File: src/include/oad_pkg.sv
// How it works
// [RL1] Eight-bit index register, zero at reset, offsets every indexed mode.
// [RL2] Eight-bit stack pointer, zero at reset, names the top of stack.
// [RL3] Sixteen-bit program counter as high and low bytes, both zero at reset.
// [RL4] Immediate source: opcode picks A, flags, SP or X; two bytes long.
// [RL5] Direct source: second byte addresses RAM or register space; two bytes.
// [RL6] Indexed source: second byte plus X addresses the source; two bytes.
// [RL7] Direct or indexed source arithmetic uses opcode's A or X as second operand; the code feeds it in as first operand (opa).
// [RL8] Direct destination: second byte addresses result; A or X source; two bytes.
// [RL9] Indexed destination: second byte plus X; source always A; two bytes.
// [RL10] Destination arithmetic reads the destination first, then writes result back.
// [RL11] Direct destination immediate: byte two addresses, byte three literal; three bytes.
// [RL12] Indexed destination immediate: byte two plus X, byte three literal; three bytes.
// [RL13] Memory to memory mode only for copy: dest byte two, source byte three.
// [RL14] Flags bank bit picks register bank 0 or 1 for register-space accesses.
// [RL15] Core registers are not in register space; only instructions change them.
// [RL16] Indexed address is an 8-bit sum, carry out of bit 7 dropped.
// [RL17] RAM versus register space is decided from the opcode alone.
package oad_pkg;

  localparam int unsigned APB_AW = 8;

  // Register offsets, byte addresses
  localparam logic [APB_AW-1:0] OFS_INSTR  = 8'h00;
  localparam logic [APB_AW-1:0] OFS_CTRL   = 8'h04;
  localparam logic [APB_AW-1:0] OFS_STATUS = 8'h08;
  localparam logic [APB_AW-1:0] OFS_CORE   = 8'h0C;
  localparam logic [APB_AW-1:0] OFS_PC     = 8'h10;
  localparam logic [APB_AW-1:0] OFS_EADDR  = 8'h14;

  // Field positions
  localparam int unsigned CTRL_START_BIT  = 0;
  localparam int unsigned STAT_BUSY_BIT   = 0;
  localparam int unsigned STAT_ILL_BIT    = 1;
  localparam int unsigned FLG_ZERO_BIT    = 1;
  localparam int unsigned FLG_CARRY_BIT   = 2;
  localparam int unsigned FLG_SUPER_BIT   = 3;
  localparam int unsigned FLG_BANK_BIT    = 4;

  // Values after reset
  localparam logic [7:0]  RST_A     = 8'h00;
  localparam logic [7:0]  RST_F     = 8'h02;
  localparam logic [7:0]  RST_X     = 8'h00;
  localparam logic [7:0]  RST_SP    = 8'h00;
  localparam logic [7:0]  RST_PCH   = 8'h00;
  localparam logic [7:0]  RST_PCL   = 8'h00;
  localparam logic [23:0] RST_INSTR = 24'h000000;

  // Instruction lengths in bytes
  localparam logic [1:0] LEN_TWO   = 2'h2;
  localparam logic [1:0] LEN_THREE = 2'h3;

  typedef enum logic [3:0] {
    MODE_NONE     = 4'h0,
    MODE_IMM      = 4'h1,
    MODE_DIR      = 4'h2,
    MODE_IDX      = 4'h3,
    MODE_DDIR     = 4'h4,
    MODE_DIDX     = 4'h5,
    MODE_DDIR_IMM = 4'h6,
    MODE_DIDX_IMM = 4'h7,
    MODE_MEM2MEM  = 4'h8
  } oad_mode_t;

  typedef enum logic [2:0] {
    AOP_COPY = 3'h0,
    AOP_ADD  = 3'h1,
    AOP_OR   = 3'h2,
    AOP_XOR  = 3'h3,
    AOP_AND  = 3'h4
  } oad_aop_t;

  typedef enum logic [1:0] {
    REG_A  = 2'h0,
    REG_F  = 2'h1,
    REG_SP = 2'h2,
    REG_X  = 2'h3
  } oad_reg_t;

  typedef enum logic [1:0] {
    ST_IDLE  = 2'h0,
    ST_ADDR  = 2'h1,
    ST_READ  = 2'h2,
    ST_WRITE = 2'h3
  } oad_state_t;

endpackage

File: src/rtl/oad_alu.sv
`timescale 1ns/1ps
module oad_alu
  import oad_pkg::*;
(
  input  wire oad_aop_t   aop,
  input  wire logic [7:0] opa,
  input  wire logic [7:0] opb,
  output logic      [7:0] res,
  output logic            carry
);

  // A copy passes the new source through untouched
  always_comb begin
    res   = opb;
    carry = 1'b0;
    unique case (aop)
      AOP_COPY: res = opb;
      AOP_ADD: {carry, res} = {1'b0, opa} + {1'b0, opb};
      AOP_OR:  res = opa | opb;
      AOP_XOR: res = opa ^ opb;
      AOP_AND: res = opa & opb;
      default: res = opb;
    endcase
  end

endmodule // oad_alu

File: src/rtl/oad_decode.sv
`timescale 1ns/1ps
module oad_decode
  import oad_pkg::*;
(
  input  wire logic [7:0] opcode,
  input  wire logic [7:0] operand,
  input  wire logic [7:0] index,
  output oad_mode_t       mode,
  output oad_aop_t        aop,
  output oad_reg_t        rsel,
  output logic            reg_space,
  output logic [1:0]      len,
  output logic            illegal,
  output logic [7:0]      ea
);

  logic idx_mode;

  always_comb begin
    mode      = MODE_NONE;
    aop       = AOP_COPY;
    rsel      = REG_A;
    reg_space = 1'b0;
    illegal   = 1'b0;
    // Arithmetic families share one mode map in the low three bits
    if ((opcode[7:3] == 5'h00 || opcode[7:3] == 5'h05 || opcode[7:3] == 5'h06)
        && opcode[2:0] != 3'h0) begin
      mode = oad_mode_t'({1'b0, opcode[2:0]});
      aop  = (opcode[7:3] == 5'h00) ? AOP_ADD :
             (opcode[7:3] == 5'h05) ? AOP_OR : AOP_XOR;
    end else begin
      unique case (opcode)
        8'h38: begin mode = MODE_IMM; aop = AOP_ADD; rsel = REG_SP; end // RL4
        8'h57: begin mode = MODE_IMM; rsel = REG_X; end // RL4
        8'h58: begin mode = MODE_DIR; rsel = REG_X; end // RL5
        8'h59: begin mode = MODE_IDX; rsel = REG_X; end // RL6
        8'h5A: begin mode = MODE_DDIR; rsel = REG_X; end // RL8
        8'h5D: begin mode = MODE_DIR; reg_space = 1'b1; end // RL17
        8'h5E: begin mode = MODE_IDX; reg_space = 1'b1; end // RL17
        8'h5F: mode = MODE_MEM2MEM; // RL13
        8'h60: begin mode = MODE_DDIR; reg_space = 1'b1; end // RL17
        8'h61: begin mode = MODE_DIDX; reg_space = 1'b1; end // RL9
        8'h62: begin mode = MODE_DDIR_IMM; reg_space = 1'b1; end // RL11
        8'h63: begin mode = MODE_DIDX_IMM; reg_space = 1'b1; end // RL12
        8'h70: begin mode = MODE_IMM; aop = AOP_AND; rsel = REG_F; end // RL4
        8'h71: begin mode = MODE_IMM; aop = AOP_OR; rsel = REG_F; end // RL4
        default: illegal = 1'b1;
      endcase
    end
  end

  assign idx_mode = (mode == MODE_IDX) || (mode == MODE_DIDX) || (mode == MODE_DIDX_IMM);
  // Carry out of bit 7 is dropped so the sum wraps
  assign ea  = idx_mode ? 8'(operand + index) : operand; // RL16 RL6 RL9 RL12
  assign len = (mode == MODE_DDIR_IMM || mode == MODE_DIDX_IMM || mode == MODE_MEM2MEM)
               ? LEN_THREE : LEN_TWO; // RL4 RL5 RL11 RL13

endmodule // oad_decode

File: src/rtl/oad_core.sv
// Added by the designer: the placing of the registers and the APB slave port.
`timescale 1ns/1ps
module oad_core
  import oad_pkg::*;
(
  input  wire logic              pclk,
  input  wire logic              presetn,
  input  wire logic              psel,
  input  wire logic              penable,
  input  wire logic              pwrite,
  input  wire logic [APB_AW-1:0] paddr,
  input  wire logic [31:0]       pwdata,
  output logic      [31:0]       prdata,
  output logic                   pready,
  output logic                   pslverr,
  output logic                   mem_req,
  output logic                   mem_we,
  output logic                   mem_reg_space,
  output logic                   mem_bank,
  output logic      [7:0]        mem_addr,
  output logic      [7:0]        mem_wdata,
  input  wire logic [7:0]        mem_rdata,
  input  wire logic              mem_ack,
  output logic                   busy
);

  oad_state_t  state_q;
  logic [23:0] instr_q;
  logic [7:0]  a_q;
  logic [7:0]  f_q;
  logic [7:0]  x_q;
  logic [7:0]  sp_q;
  logic [7:0]  pch_q;
  logic [7:0]  pcl_q;
  logic        ill_q;
  logic        pready_q;
  logic [31:0] prdata_q;
  logic        pslverr_q;
  logic        mem_req_q;
  logic        mem_we_q;
  logic        mem_space_q;
  logic        mem_bank_q;
  logic [7:0]  mem_addr_q;
  logic [7:0]  mem_wdata_q;
  logic [7:0]  ea_q;
  logic        busy_q;

  logic [7:0]  opcode;
  logic [7:0]  op1;
  logic [7:0]  op2;
  oad_mode_t   mode;
  oad_aop_t    aop;
  oad_reg_t    rsel;
  logic        reg_space;
  logic [1:0]  len;
  logic        illegal;
  logic [7:0]  ea;

  logic        apb_take;
  logic        apb_first;
  logic        hit;
  logic        wr_en;
  logic        start;
  logic        ill_clr;
  logic [31:0] rd_mux;

  logic        is_src;
  logic        is_dst;
  logic        imm_var;
  logic        need_read;
  logic        read_ack;
  logic        write_ack;
  logic [7:0]  reg_val;
  logic [7:0]  opa;
  logic [7:0]  opb;
  logic [7:0]  alu_res;
  logic        alu_carry;
  logic        reg_we;
  logic        flag_we;
  logic        finish;
  logic        fail;
  logic [15:0] pc_next;

  assign opcode = instr_q[7:0];
  assign op1    = instr_q[15:8];
  assign op2    = instr_q[23:16];

  // Decoder reads X live, so an index just written is used at once
  oad_decode u_decode (
    .opcode    (opcode),
    .operand   (op1),
    .index     (x_q),
    .mode      (mode),
    .aop       (aop),
    .rsel      (rsel),
    .reg_space (reg_space),
    .len       (len),
    .illegal   (illegal),
    .ea        (ea)
  );

  // One shared unit serves register and memory results alike
  oad_alu u_alu (
    .aop   (aop),
    .opa   (opa),
    .opb   (opb),
    .res   (alu_res),
    .carry (alu_carry)
  );

  // APB slave: one wait state so read data comes from a flop
  assign apb_first = psel & penable & ~pready_q;
  assign apb_take  = psel & penable & pready_q;
  // Unaligned or unlisted offsets miss and are refused
  assign hit       = (paddr == OFS_INSTR)  || (paddr == OFS_CTRL) ||
                     (paddr == OFS_STATUS) || (paddr == OFS_CORE) ||
                     (paddr == OFS_PC)     || (paddr == OFS_EADDR);
  assign wr_en     = apb_take & pwrite & hit;
  assign start     = wr_en & (paddr == OFS_CTRL) & pwdata[CTRL_START_BIT] &
                     (state_q == ST_IDLE);
  assign ill_clr   = wr_en & (paddr == OFS_STATUS) & pwdata[STAT_ILL_BIT];

  // Core registers are visible here read-only, never in the core's register space
  always_comb begin
    rd_mux = 32'h00000000;
    unique case (paddr)
      OFS_INSTR:  rd_mux = {8'h00, instr_q};
      OFS_STATUS: rd_mux = {30'h00000000, ill_q, state_q != ST_IDLE};
      OFS_CORE:   rd_mux = {sp_q, x_q, f_q, a_q}; // RL15
      OFS_PC:     rd_mux = {16'h0000, pch_q, pcl_q};
      OFS_EADDR:  rd_mux = {22'h000000, mem_bank_q, mem_space_q, ea_q};
      default:    rd_mux = 32'h00000000;
    endcase
  end

  // Ready and error are single-cycle pulses
  always_ff @(posedge pclk or negedge presetn) begin
    if (!presetn) begin
      pready_q  <= 1'b0;
      prdata_q  <= 32'h00000000;
      pslverr_q <= 1'b0;
    end else begin
      pready_q  <= apb_first;
      pslverr_q <= apb_first & ~hit;
      if (apb_first) begin
        prdata_q <= (pwrite || !hit) ? 32'h00000000 : rd_mux;
      end
    end
  end

  // Instruction bytes only change while idle; a write mid-run is dropped
  always_ff @(posedge pclk or negedge presetn) begin
    if (!presetn) begin
      instr_q <= RST_INSTR;
    end else if (wr_en && paddr == OFS_INSTR && state_q == ST_IDLE) begin
      instr_q <= pwdata[23:0];
    end
  end

  // Operand selection
  assign is_src    = (mode == MODE_IMM) || (mode == MODE_DIR) || (mode == MODE_IDX);
  assign is_dst    = (mode == MODE_DDIR) || (mode == MODE_DIDX) ||
                     (mode == MODE_DDIR_IMM) || (mode == MODE_DIDX_IMM);
  assign imm_var   = (mode == MODE_DDIR_IMM) || (mode == MODE_DIDX_IMM);
  // A plain copy into memory skips the destination read
  assign need_read = !(mode == MODE_IMM) && !(is_dst && aop == AOP_COPY);
  assign read_ack  = (state_q == ST_READ) & mem_req_q & mem_ack;
  assign write_ack = (state_q == ST_WRITE) & mem_req_q & mem_ack;

  // Register named by the opcode
  always_comb begin
    unique case (rsel)
      REG_A:   reg_val = a_q;
      REG_F:   reg_val = f_q;
      REG_SP:  reg_val = sp_q;
      REG_X:   reg_val = x_q;
      default: reg_val = a_q;
    endcase
  end

  // Destination modes feed the stored byte in as first operand
  assign opa = is_src ? reg_val : mem_rdata; // RL7 RL10
  assign opb = (mode == MODE_IMM) ? op1 :
               ((state_q == ST_READ) && (is_src || mode == MODE_MEM2MEM)) ? mem_rdata :
               imm_var ? op2 : reg_val; // RL4 RL11 RL12

  // Immediates retire in the address cycle, the rest on a memory ack
  assign fail    = (state_q == ST_ADDR) & illegal;
  assign reg_we  = ((state_q == ST_ADDR) & !illegal & (mode == MODE_IMM)) |
                   (read_ack & is_src); // RL4 RL5 RL6
  assign flag_we = (reg_we | (read_ack & is_dst)) & (aop != AOP_COPY) &
                   (rsel != REG_F) & (rsel != REG_SP);
  assign finish  = reg_we | write_ack;
  // Counter wraps at 16 bits
  assign pc_next = {pch_q, pcl_q} + {14'h0000, len};

  // Sequencer: decode, then an optional read and an optional write
  // Illegal codes go straight back to idle and leave the counter alone
  always_ff @(posedge pclk or negedge presetn) begin
    if (!presetn) begin
      state_q <= ST_IDLE;
    end else begin
      unique case (state_q)
        ST_IDLE:  if (start) state_q <= ST_ADDR;
        ST_ADDR: begin
          if (illegal || mode == MODE_IMM) begin
            state_q <= ST_IDLE;
          end else if (need_read) begin
            state_q <= ST_READ;
          end else begin
            state_q <= ST_WRITE;
          end
        end
        ST_READ: begin
          if (read_ack) begin
            state_q <= is_src ? ST_IDLE : ST_WRITE; // RL10
          end
        end
        ST_WRITE: if (write_ack) state_q <= ST_IDLE;
        default:  state_q <= ST_IDLE;
      endcase
    end
  end

  // Memory port; request drops a cycle between read and write
  always_ff @(posedge pclk or negedge presetn) begin
    if (!presetn) begin
      mem_req_q   <= 1'b0;
      mem_we_q    <= 1'b0;
      mem_space_q <= 1'b0;
      mem_bank_q  <= 1'b0;
      mem_addr_q  <= 8'h00;
      mem_wdata_q <= 8'h00;
      ea_q        <= 8'h00;
    end else begin
      if (state_q == ST_ADDR && !illegal && mode != MODE_IMM) begin
        ea_q        <= ea; // RL5 RL6 RL8 RL9
        mem_space_q <= reg_space; // RL17
        mem_bank_q  <= reg_space & f_q[FLG_BANK_BIT]; // RL14
        mem_req_q   <= need_read;
        mem_we_q    <= 1'b0;
        // Copy between RAM cells reads its source from byte three first
        mem_addr_q  <= (mode == MODE_MEM2MEM) ? op2 : ea; // RL13
        if (!need_read) begin
          mem_wdata_q <= alu_res; // RL8 RL11 RL12
        end
      end else if (read_ack) begin
        mem_req_q   <= 1'b0;
        mem_wdata_q <= alu_res; // RL10
        mem_addr_q  <= ea_q;
      // Write request rises only after the read request has dropped
      end else if (state_q == ST_WRITE && !mem_req_q) begin
        mem_req_q <= 1'b1;
        mem_we_q  <= 1'b1;
      end else if (write_ack) begin
        mem_req_q <= 1'b0;
        mem_we_q  <= 1'b0;
      end
    end
  end

  // Accumulator
  always_ff @(posedge pclk or negedge presetn) begin
    if (!presetn) begin
      a_q <= RST_A;
    end else if (reg_we && rsel == REG_A) begin
      a_q <= alu_res; // RL15
    end
  end

  // Index register
  always_ff @(posedge pclk or negedge presetn) begin
    if (!presetn) begin
      x_q <= RST_X; // RL1
    end else if (reg_we && rsel == REG_X) begin
      x_q <= alu_res; // RL1
    end
  end

  // Stack pointer
  always_ff @(posedge pclk or negedge presetn) begin
    if (!presetn) begin
      sp_q <= RST_SP; // RL2
    end else if (reg_we && rsel == REG_SP) begin
      sp_q <= alu_res; // RL2
    end
  end

  // Flags; supervisor bit cannot be written, bits 7 to 5 stay zero, bit 0 takes the written value
  always_ff @(posedge pclk or negedge presetn) begin
    if (!presetn) begin
      f_q <= RST_F;
    end else if (reg_we && rsel == REG_F) begin
      f_q <= {3'h0, alu_res[FLG_BANK_BIT], f_q[FLG_SUPER_BIT], alu_res[2:0]}; // RL14
    end else if (flag_we) begin
      f_q[FLG_ZERO_BIT]  <= (alu_res == 8'h00);
      f_q[FLG_CARRY_BIT] <= alu_carry;
    end
  end

  // Program counter advances by the instruction length when it retires
  always_ff @(posedge pclk or negedge presetn) begin
    if (!presetn) begin
      pch_q <= RST_PCH; // RL3
      pcl_q <= RST_PCL; // RL3
    end else if (finish) begin
      pch_q <= pc_next[15:8]; // RL3
      pcl_q <= pc_next[7:0]; // RL3
    end
  end

  // Sticky illegal flag; a new failure beats a clear in the same cycle
  always_ff @(posedge pclk or negedge presetn) begin
    if (!presetn) begin
      ill_q <= 1'b0;
    end else if (fail) begin
      ill_q <= 1'b1;
    end else if (ill_clr) begin
      ill_q <= 1'b0;
    end
  end

  // Busy pin from its own flop, so it never glitches on state decode
  always_ff @(posedge pclk or negedge presetn) begin
    if (!presetn) begin
      busy_q <= 1'b0;
    end else if (start) begin
      busy_q <= 1'b1;
    end else if (finish || fail) begin
      busy_q <= 1'b0;
    end
  end

  // Every pin below is a plain flop output
  assign prdata        = prdata_q;
  assign pready        = pready_q;
  assign pslverr       = pslverr_q;
  assign mem_req       = mem_req_q;
  assign mem_we        = mem_we_q;
  assign mem_reg_space = mem_space_q;
  assign mem_bank      = mem_bank_q;
  assign mem_addr      = mem_addr_q;
  assign mem_wdata     = mem_wdata_q;
  assign busy          = busy_q;

endmodule // oad_core

File: config.mk
export PLATFORM = sky130hd
export DESIGN_NAME = oad_core
export DESIGN_NICKNAME = d
export VERILOG_FILES = /design/src/include/oad_pkg.sv /design/src/rtl/oad_alu.sv /design/src/rtl/oad_decode.sv /design/src/rtl/oad_core.sv
export SDC_FILE = /design/constraint.sdc
export NUM_CORES = 1
export LEC_CHECK = 0
export ABC_AREA = 1
export BUFFER_PORTS_ARGS = -buffer_cell sky130_fd_sc_hd__buf_2
export CORE_UTILIZATION = 40
export DETAILED_ROUTE_END_ITERATION = 10
export HOLD_SLACK_MARGIN = 0.02
export PLACE_DENSITY = 0.67
export SLEW_MARGIN = 30
export SYNTH_ARGS = -nofsm -noshare
export SYNTH_HDL_FRONTEND = slang
export SYNTH_HIERARCHICAL = 1
export SYNTH_SLANG_ARGS = --single-unit
File: constraint.sdc
create_clock -name pclk -period 3.69 [get_ports pclk]
set_input_delay 0.1845 -clock pclk [delete_from_list [all_inputs] [get_ports pclk]]
set_output_delay 0.1845 -clock pclk [all_outputs]
set_load 0.02 [all_outputs]
Yosys cells after proc, flatten, opt, wreduce, memory -nomap -nowiden
Cells that the tools add are included.
{"block": "op_classes", "mux": 48, "multipliers": 0, "order_cmp": 0, "eq_ne": 47, "bitwise": 32, "shift": 0, "addsub": 3, "n_div": 0, "n_reduce_logical": 64}
{"op": "$pmux 32 s5", "n": 1}
{"op": "$eq 8x7->1 const B", "n": 13}
{"op": "$mux 8", "n": 11}
{"op": "$pmux 8 s4", "n": 2}
{"op": "$mux 32", "n": 1}
{"op": "$pmux 4 s8", "n": 1}
{"op": "$and 1x1->1", "n": 24}
{"op": "$logic_or 1x1->1", "n": 20}
{"op": "$mux 1", "n": 18}
{"op": "$add 16x2->16", "n": 1}
{"op": "$eq 4x3->1 const B", "n": 4}
{"op": "$eq 8x4->1 const B", "n": 2}
{"op": "$eq 8x5->1 const B", "n": 2}
{"op": "$logic_not 8->1", "n": 2}
{"op": "$mux 2", "n": 8}
{"op": "$reduce_or 14->1", "n": 1}
{"op": "$logic_and 1x1->1", "n": 13}
{"op": "$eq 5x3->1 const B", "n": 2}
{"op": "$ne 2x2->1 const B", "n": 5}
{"op": "$reduce_bool 2->1", "n": 5}
{"op": "$add 8x8->9", "n": 1}
{"op": "$pmux 3 s3", "n": 1}
{"op": "$reduce_bool 3->1", "n": 3}
{"op": "$add 8x8->8", "n": 1}
{"op": "31 further kinds", "n": 52}
{"block": "totals", "mem_count": 0, "ff_bits": 134, "input_bits": 54, "out_inout_bits": 55, "word_cells": 215, "mem_bits_ro": 0, "latchBits": 0, "ramBits": 0}

Logic depth before layout (Yosys ltp)
Gate-level depths: netlist of the first run.
{"block": "logic_depth", "ltp_word": 17, "ltp_mapped": 35, "ltp_nobuf": 35}

Cells and area by module
The synthesis of the first run kept the hierarchy.
{"module": "oad_core", "seq_area_each_um2": 3354.5, "area_per_inst_um2": 7420.9, "cells_per_inst": 987, "instances": 1}
{"module": "oad_decode", "seq_area_each_um2": 0.0, "area_per_inst_um2": 880.8, "cells_per_inst": 173, "instances": 1}
{"module": "oad_alu", "seq_area_each_um2": 0.0, "area_per_inst_um2": 839.6, "cells_per_inst": 151, "instances": 1}

Worst setup path before layout of the first run
OpenSTA, ideal clock, no wires.
{"block": "synth_timing", "path_kind": "flip-flop to flip-flop", "startpoint": "reg instr_q[7]", "endpoint": "reg f_q[1]", "slack_ns": -0.025, "stages_incl_launch_ff": 32, "synth_period_minus_slack_ns": 3.715, "t_arrival_ns": 3.654, "required_ns": 3.630, "path_buffers": 0, "path_cell_list": "dfrtp_1 > inv_1 > nand2_1 > nor2_1 > nand3_1 > inv_1 > a21oi_1 > o2111ai_1 > inv_1 > nor2_1 > nand2_1 > nand4_1 > nand2_1 > a21oi_1 > ha_1 > inv_1 > fa_1 > inv_1 > nand2_1 > nand2_1 > nand3_1 > nand2_1 > nand2_1 > nand3_1 > nand4_1 > inv_1 > nand4_1 > nor2_1 > nand2_1 > nand2_1 > nand2_1 > nand2_1"}
{"element": "start, declared", "line": "oad_core.sv:28", "source": "logic [23:0] instr_q;"}
{"element": "start signal, assigned", "line": "oad_core.sv:156", "source": "instr_q <= pwdata[23:0];"}
{"element": "branches (longest 4 deep; another with $eq 8x7->1)"}
{"element": "$mux 3 (*)", "line": "oad_decode.sv:26", "source": "if ((opcode[7:3] == 5'h00 || opcode[7:3] == 5'h05 || opcode[7:3] == 5'h06)"}
{"element": "via aop[2]", "line": "oad_core.sv:52", "source": "oad_aop_t aop;"}
{"element": "$eq 3x3->1, or another cell as far along", "line": "oad_alu.sv:16", "source": "unique case (aop)"}
{"element": "$pmux 8 s4 (*)", "line": "oad_alu.sv:16"}
{"element": "via alu_res[6]", "line": "oad_core.sv:76", "source": "logic [7:0] alu_res;"}
{"element": "$logic_not 8->1 (*)", "line": "oad_core.sv:296", "source": "f_q[FLG_ZERO_BIT] <= (alu_res == 8'h00);"}
{"element": "$mux 2 (*)", "line": "oad_core.sv:295", "source": "end else if (flag_we) begin"}
{"element": "$mux 2 (*)", "line": "oad_core.sv:293", "source": "end else if (reg_we && rsel == REG_F) begin"}
{"element": "end signal, assigned", "line": "oad_core.sv:294", "source": "f_q <= {3'h0, alu_res[FLG_BANK_BIT], f_q[FLG_SUPER_BIT], alu_res[2:0]};"}
{"element": "end signal, assigned by index", "line": "oad_core.sv:296"}
{"element": "end signal, assigned by index", "line": "oad_core.sv:297", "source": "f_q[FLG_CARRY_BIT] <= alu_carry;"}
{"element": "end, declared", "line": "oad_core.sv:30", "source": "logic [7:0] f_q;"}
Mark *: on every way through the listed nets, which the timed path passes. The select of a mux whose other input is x is not followed.
A chain may end at the register's enable or synchronous reset.

Worst setup path in the final report of the first run
{"block": "layout_timing", "startpoint": "reg instr_q[5]", "endpoint": "reg f_q[1]"}
{"block": "layout_between", "elab_chain_len": 17}
{"element": "branches (longest 4 deep; another with $eq 8x6->1)"}
{"element": "$mux 4 (*)", "line": "oad_decode.sv:26"}
{"element": "via mode[2]", "line": "oad_core.sv:51", "source": "oad_mode_t mode;"}
{"element": "$eq 4x1->1 / $eq 4x2->1 (equally long branches)", "line": "oad_core.sv:161, oad_core.sv:183"}
{"element": "$logic_or 1x1->1 (2 in a row)", "line": "oad_core.sv:161", "source": "assign is_src = (mode == MODE_IMM) || (mode == MODE_DIR) || (mode == MODE_IDX);"}
{"element": "$logic_or 1x1->1", "line": "oad_core.sv:184", "source": "((state_q == ST_READ) && (is_src || mode == MODE_MEM2MEM)) ? mem_rdata :"}
{"element": "$logic_and 1x1->1", "line": "oad_core.sv:184"}
{"element": "$mux 8", "line": "oad_core.sv:184"}
{"element": "$mux 8 (*)", "line": "oad_core.sv:183", "source": "assign opb = (mode == MODE_IMM) ? op1 :"}
{"element": "via opb[0]", "line": "oad_core.sv:75", "source": "logic [7:0] opb;"}
{"element": "$add 8x8->9 (*)", "line": "oad_alu.sv:18", "source": "AOP_ADD: {carry, res} = {1'b0, opa} + {1'b0, opb};"}
{"element": "$pmux 8 s4 (*)", "line": "oad_alu.sv:16"}
{"element": "via alu_res[2]", "line": "oad_core.sv:76"}
{"element": "$logic_not 8->1 (*)", "line": "oad_core.sv:296"}
{"element": "$mux 2 (*)", "line": "oad_core.sv:295"}
{"element": "$mux 2 (*)", "line": "oad_core.sv:293"}
Marked as above.

==> run_results.csv, run 1 <==
group,metric,value,unit
power_and_ir_drop,fin_total_pwr,4.06,mW
place,dp_slack,-198,ps
power_and_ir_drop,power_density,335,nW/µm²
worst_setup_path,cp.arrival,4200,ps
yosys,synth_seq_cells,134,
route,drc_errors,0,
worst_setup_path,cp.depth,28,
worst_setup_path,path_buf_inv,7,
run,max_cap_violations,0,
place,gp_congestion,0.960,
clock_network,cts.sinks,134,
hold_path,hp-class,"in -> reg",
global_route,grt_max_degree,93,
yosys,yosysUniqueCellTypes,48,
yosys,synth_top_area_frac,0.364,
yosys,netlist_area,9140,µm²
worst_setup_path,crit_family,"simple AND/OR/NAND/NOR gates",
route,avgViaCountPerCell,5.15,
worst_setup_path,critPathLaunchType,"flop",
worst_setup_path,path_class,"reg -> reg",
place,port_buffers,100,
place,dp_hpwl,21900,µm
yosys,synth_common_cells,"452 x nand2_1, 163 x inv_1, 133 x dfrtp_1",
route,antenna_left,0,
sta,fmax,0.260,GHz
sta,period_share,1.04,
floorplan,rows,54,
yosys,synth_nets,1393,
yosys,synth_edf_count,0,
yosys,avgSynthCellArea,6.97,µm²
clock_network,cts_tree,"done",
yosys,yosys.cell_count.top_type,"nand2_1",
floorplan,start_util,0.414,
yosys,synth-main-ff-cell,"dfrtp_1",
power_and_ir_drop,ir_drop,0.267,mV
sta,skew,12.0,ps
clock_network,path_clk_slew,70,ps
sta,setup_viol,9,
floorplan,die_area,23500,µm²
yosys,synth_cells,1311,
clock_network,cts_made_buffers,17,
yosys,yosys_warnings,6,
layout,drive_gt1_frac,0.314,
sta,finalWorstPathRequiredPeriod,3840,ps
worst_setup_path,reg2reg_depth,28,
power_and_ir_drop,cellLeakagePower,6.38,nW
worst_setup_path,critPathMaxFanout,6,
global_route,grt_pass1_wl,46400,µm
worst_setup_path,crit_required,4050,ps
sta,slew_headroom,0.393,
route,dr.pass1.iters,6,
global_route,grt_pass1_vias,8949,
yosys,yosysSeqAreaShare,0.367,
layout,fin_nets,1624,
clock_network,insertion_delay,430,ps
floorplan,coreArea,22100,µm²
worst_setup_path,crit_path_frequent_cell,"nand2_1",
sta,setup_ws,-149,ps
worst_setup_path,worst_path_max_delay_cell,"dfrtp_2",
sta,slew_viol_final,0,
clock_network,htreeDepth,4,
global_route,track_usage,0.253,
clock_network,clock-root-buffer,"clkbuf_16",
yosys,synth_top_area_cell,"dfrtp_1",
worst_setup_path,cp-end-kind,"flop",
clock_network,cts_buffer_depth,2,
worst_setup_path,slowest_delay,450,ps
outcome,outcome,"finished with violations",
outcome,violations,"setup timing",
floorplan,die_w,153,µm
floorplan,io_pins,109,
route,drt-wirelength-per-cell,16.1,µm
sta,tightestPinTransition,904,ps
yosys,async_flop_share,1.00,
layout,diodes,0,
sta,hold_viol,0,
route,wl,29600,µm
sta,rsz0062_at_grt,"true",
route,drt_iter0_drc,901,
hold_path,whs_path_depth,3,
global_route,antenna_found_initial,0,
yosys,synth_area_leaders,"dfrtp_1 36%, nand2_1 19%, inv_1 6.7%",
global_route,grt-ovfl-total,0,
route,via_count,9451,
floorplan,die_height,153,µm
layout,syn_to_final_growth,32.4,%
==> sequential cells by signal, indices dropped and copies added (netlist names) <==
| name | flops |
|---|---|
| mem_req | 1 |
| x_q | 8 |
| state_q | 2 |
| pready | 1 |
| mem_reg_space | 1 |
| sp_q | 8 |
| instr_q | 24 |
| ea_q | 8 |
| pslverr | 1 |
| mem_addr | 8 |
| pch_q | 8 |
| mem_wdata | 8 |
| f_q | 4 |
| prdata | 32 |
| mem_we | 1 |
| pcl_q | 8 |
| mem_bank | 1 |
| ill_q | 1 |
| a_q | 8 |
| busy | 1 |
==> cell usage in the layout, fill, tap and decap left out, drive strengths merged, types with 11 or more instances in the layout <==
master	instances
nand4	28
inv	181
a21oi	18
dfrtp	133
nand2	475
nand3	110
nor2	139
nor3	11
clkbuf	20
buf	222
dlygate4sd3	23
ha	25
o21ai	104
==> through the flow <==
| stage | instance area (µm²) | setup TNS, ps | utilization | hold WS [ps] | std cells |
|---|---|---|---|---|---|
| floorplan | 9140 | 0 | - | -111 | 1311 |
| CTS | 11600 | 0 | 0.526 | 79.2 | 1821 |
| detailed placement | 10500 | -1320 | 0.476 | 326 | 1755 |
| finish | 12100 | -374 | 0.548 | 101 | 1835 |
| global route | 12100 | -5390 | 0.548 | 86.2 | 1835 |
| global placement | 10500 | -873 | 0.476 | 327 | 1755 |
==> layout make-up <==
class	instances	area, µm²
Clock buffer	20	467
Clock inverter	12	118
Fill cell	2085	9990
Inverter	178	676
Multi-Input combinational cell	966	5370
Sequential cell	134	3360
Tap cell	280	350
Timing Repair Buffer	245	1760
==> cell families (layout without fill, tap and decap cells) <==
family | after synthesis | count (layout) | share of synthesized area
compound gates | 154 | 154 | 0.107
xor+xnor | 12 | 12 | 0.0115
fa+ha+maj | 28 | 28 | 0.0408
buf+inv | 211 | 455 | 0.100
flops | 134 | 134 | 0.367
other cells | 1 | 1 | 0.000410
simple gates | 771 | 771 | 0.373
==> final timing paths <==
kind / startpoint / end / slack (ps)
min reg2reg: prdata[30]$_DFFE_PN0P_ / prdata[30]$_DFFE_PN0P_ / 470
max: instr_q[5]$_DFFE_PN0P_ / f_q[1]$_DFFE_PN1P_ / -150
min: pwdata[1] / instr_q[1]$_DFFE_PN0P_ / 100
max reg2reg: instr_q[5]$_DFFE_PN0P_ / f_q[1]$_DFFE_PN1P_ / -150
max in group asynchronous: presetn / instr_q[4]$_DFFE_PN0P_ / 2540
min in group asynchronous: presetn / pch_q[4]$_DFFE_PN0P_ / 180
==> per-layer routing <==
metal | vias up | routed length, µm | GRT usage | share of wire
met1 | 4406 | 13200 | 0.339 | 0.45
met2 | 363 | 13600 | 0.404 | 0.46
met5 | - | 0 | 0 | 0
li1 | 4621 | - | - | -
met3 | 61 | 1760 | 0.0422 | 0.059
met4 | 0 | 999 | 0.103 | 0.034
==> power by group <==
group	leakage (nW)	switching (mW)	internal, mW
clock network	0.276	0.714	0.991
logic	4.29	0.449	0.234
registers	1.81	0.0886	1.58
total	6.38	1.25	2.81
==> worst min-delay path, stage by stage <==
cell and delay (ps):
buf_2 130, inv_1 80, o21ai_2 80
==> what timing repair did <==
action	in CTS	in global routing
hold endpoints to repair	111	0
gates resized for setup	66	105
buffers inserted	11	17
hold buffers	23	0
setup endpoints to repair	27	29
pin swaps	22	59
Power figures use the tool's default switching activity.
==> run 2: changes to the inputs <==
--- a/config.mk
+++ b/config.mk
@@ -11,6 +11,7 @@
 export DETAILED_ROUTE_END_ITERATION = 10
 export HOLD_SLACK_MARGIN = 0.02
 export PLACE_DENSITY = 0.67
+export REMOVE_ABC_BUFFERS = 1
 export SLEW_MARGIN = 30
 export SYNTH_ARGS = -nofsm -noshare
 export SYNTH_HDL_FRONTEND = slang
==> run 2 against run 1 <==
The flow still finishes with violations (setup timing). Sequential share of layout area grew 0.19 points. Combinational power grew 1%. Total power grew 6.3%. Flip-flop and latch count is the same. Hold slack lost 68 ps. Critical path depth grew 2. Clock-buffer cell count grew 2. Die area is the same. Final cell count grew 0.16%. Clock power grew 15%.
==> run_results.csv, run 2 (synthesis results as in run 1) <==
group,metric,value,unit
layout,largest_reg_flops,32,
sta,fmax,0.261,GHz
worst_setup_path,critPathLaunchType,"flop",
clock_network,path_clk_slew,60,ps
floorplan,io_pins,109,
place,dp_cells,1750,
route,via_count,9394,
global_route,grt-ovfl-total,0,
sta,setup_viol,3,
layout,final_common_cell,"nand2_1",
outcome,outcome,"finished with violations",
sta,tightestPinTransition,813,ps
worst_setup_path,slowest_delay,460,ps
global_route,antenna_found_initial,0,
layout,multi_input_area,5230,µm²
outcome,violations,"setup timing",
layout,final_cells,1838,
route,dr.pass1.iters,8,
clock_network,cts_made_buffers,17,
hold_path,whs_path_depth,3,
sta,period_share,1.04,
layout,syn_to_final_growth,31.4,%
worst_setup_path,crit_required,4050,ps
route,antenna_left,0,
global_route,track_usage,0.251,
layout,fillers,2055,
place,dp_slack,-164,ps
clock_network,insertion_delay,430,ps
worst_setup_path,reg2reg_depth,30,
floorplan,start_util,0.414,
clock_network,cts.sinks,134,
layout,register_area,3360,µm²
sta,skew,10.2,ps
place,port_buffers,100,
sta,setup_ws,-134,ps
clock_network,cts_tree,"done",
floorplan,coreArea,22100,µm²
layout,diodes,0,
worst_setup_path,r2r-start,"instr_q[0]$_DFFE_PN0P_",
worst_setup_path,cp.arrival,4190,ps
global_route,grt_pass1_wl,46200,µm
place,place_area,10400,µm²
sta,hold_viol,0,
hold_path,min_from,"pwdata[15]",
worst_setup_path,path_class,"reg -> reg",
global_route,grt_max_degree,117,
place,dp_hpwl,21000,µm
clock_network,htreeDepth,4,
sta,slew_headroom,0.458,
worst_setup_path,worst_path_max_delay_cell,"dfrtp_2",
route,avgViaCountPerCell,5.11,
run,max_cap_violations,0,
floorplan,die_height,153,µm
floorplan,die_area,23500,µm²
layout,mostFrequentLayoutCells,"427 x nand2_1, 151 x inv_1, 127 x dfrtp_1, 118 x buf_4",
sta,rsz0062_at_grt,"true",
clock_network,cts_buffer_depth,2,
place,gp_congestion,0.920,
clock_network,clock-root-buffer,"clkbuf_16",
layout,final_cell_area,12000,µm²
route,wl,28900,µm
layout,fin_nets,1627,
worst_setup_path,reg2reg_to,"f_q[1]$_DFFE_PN1P_",
global_route,grt_pass1_vias,8966,
power_and_ir_drop,fin_total_pwr,4.31,mW
hold_path,hp-class,"in -> reg",
power_and_ir_drop,power_density,359,nW/µm²
worst_setup_path,rrSetupSlack,-130,ps
sta,finalWorstPathRequiredPeriod,3820,ps
route,drt-wirelength-per-cell,15.7,µm
worst_setup_path,critPathMaxFanout,7,
layout,final_util,0.543,
route,drt_iter0_drc,788,
layout,drive_gt1_frac,0.292,
power_and_ir_drop,ir_drop,0.269,mV
hold_path,hold_end,"instr_q[15]$_DFFE_PN0P_",
power_and_ir_drop,cellLeakagePower,6.42,nW
worst_setup_path,cp-end-kind,"flop",
route,drc_errors,0,
worst_setup_path,crit_path_frequent_cell,"nand2_1",
floorplan,die_w,153,µm
sta,slew_viol_final,0,
floorplan,rows,54,
==> run 2: stage by stage <==
step                hold WS, ps  TNS (ps)
floorplan                  -111      -101
global placement            423      -296
detailed placement          339      -581
CTS                        22.1         0
global route               36.5     -4010
finish                     33.0      -175
==> run 2: worst max path at each step <==
stage,from,to,slack [ps],cells after the start
finish,instr_q[0]$_DFFE_PN0P_,f_q[1]$_DFFE_PN1P_,-130,30
global route,instr_q[0]$_DFFE_PN0P_,f_q[1]$_DFFE_PN1P_,-370,31
CTS,instr_q[5]$_DFFE_PN0P_,f_q[1]$_DFFE_PN1P_,6,32
detailed placement,instr_q[0]$_DFFE_PN0P_,f_q[1]$_DFFE_PN1P_,-160,29
global placement,instr_q[6]$_DFFE_PN0P_,f_q[1]$_DFFE_PN1P_,-130,31
floorplan,instr_q[1]$_DFFE_PN0P_,f_q[1]$_DFFE_PN1P_,-100,33
==> run 2: final cells by class <==
type,instances,area share
multi-input combinational,966,0.435
sequential,134,0.280
clock inverter,10,0.0159
inverter,178,0.0556
timing repair buffer,248,0.143
clock buffer,22,0.0403
tap,280,0.0292
==> run 2: power by group <==
part	total [mW]	internal, mW	switching (mW)	leakage [nW]
combinational	0.690	0.237	0.453	4.29
sequential	1.67	1.58	0.0915	1.82
clock	1.95	1.28	0.672	0.323
total	4.31	3.09	1.22	6.42
==> run 2: repair_timing <==
action	CTS	global route
hold buffers	22	0
hold endpoints to repair	135	0
pin swaps	17	24
setup endpoints to repair	10	34
gates resized for setup	51	62
gates cloned	0	0
setup buffers	27	14
==> run 2: layer usage <==
layer  vias to the layer above  GRT usage  part of all wire
met1                      4386      0.334              0.44
met4                         0      0.107             0.030
met3                        49     0.0397             0.063
met2                       325      0.404              0.47
li1                       4634          -                 -
met5                         -          0                 0
==> run 2: worst max-delay path: cells and delay by family (launching register included) <==
kind / cells / cell delay [ps]
simple gates: 20 / 1930
buf+inv: 7 / 760
flops: 1 / 460
compound gates: 2 / 330
fa+ha+maj: 1 / 290
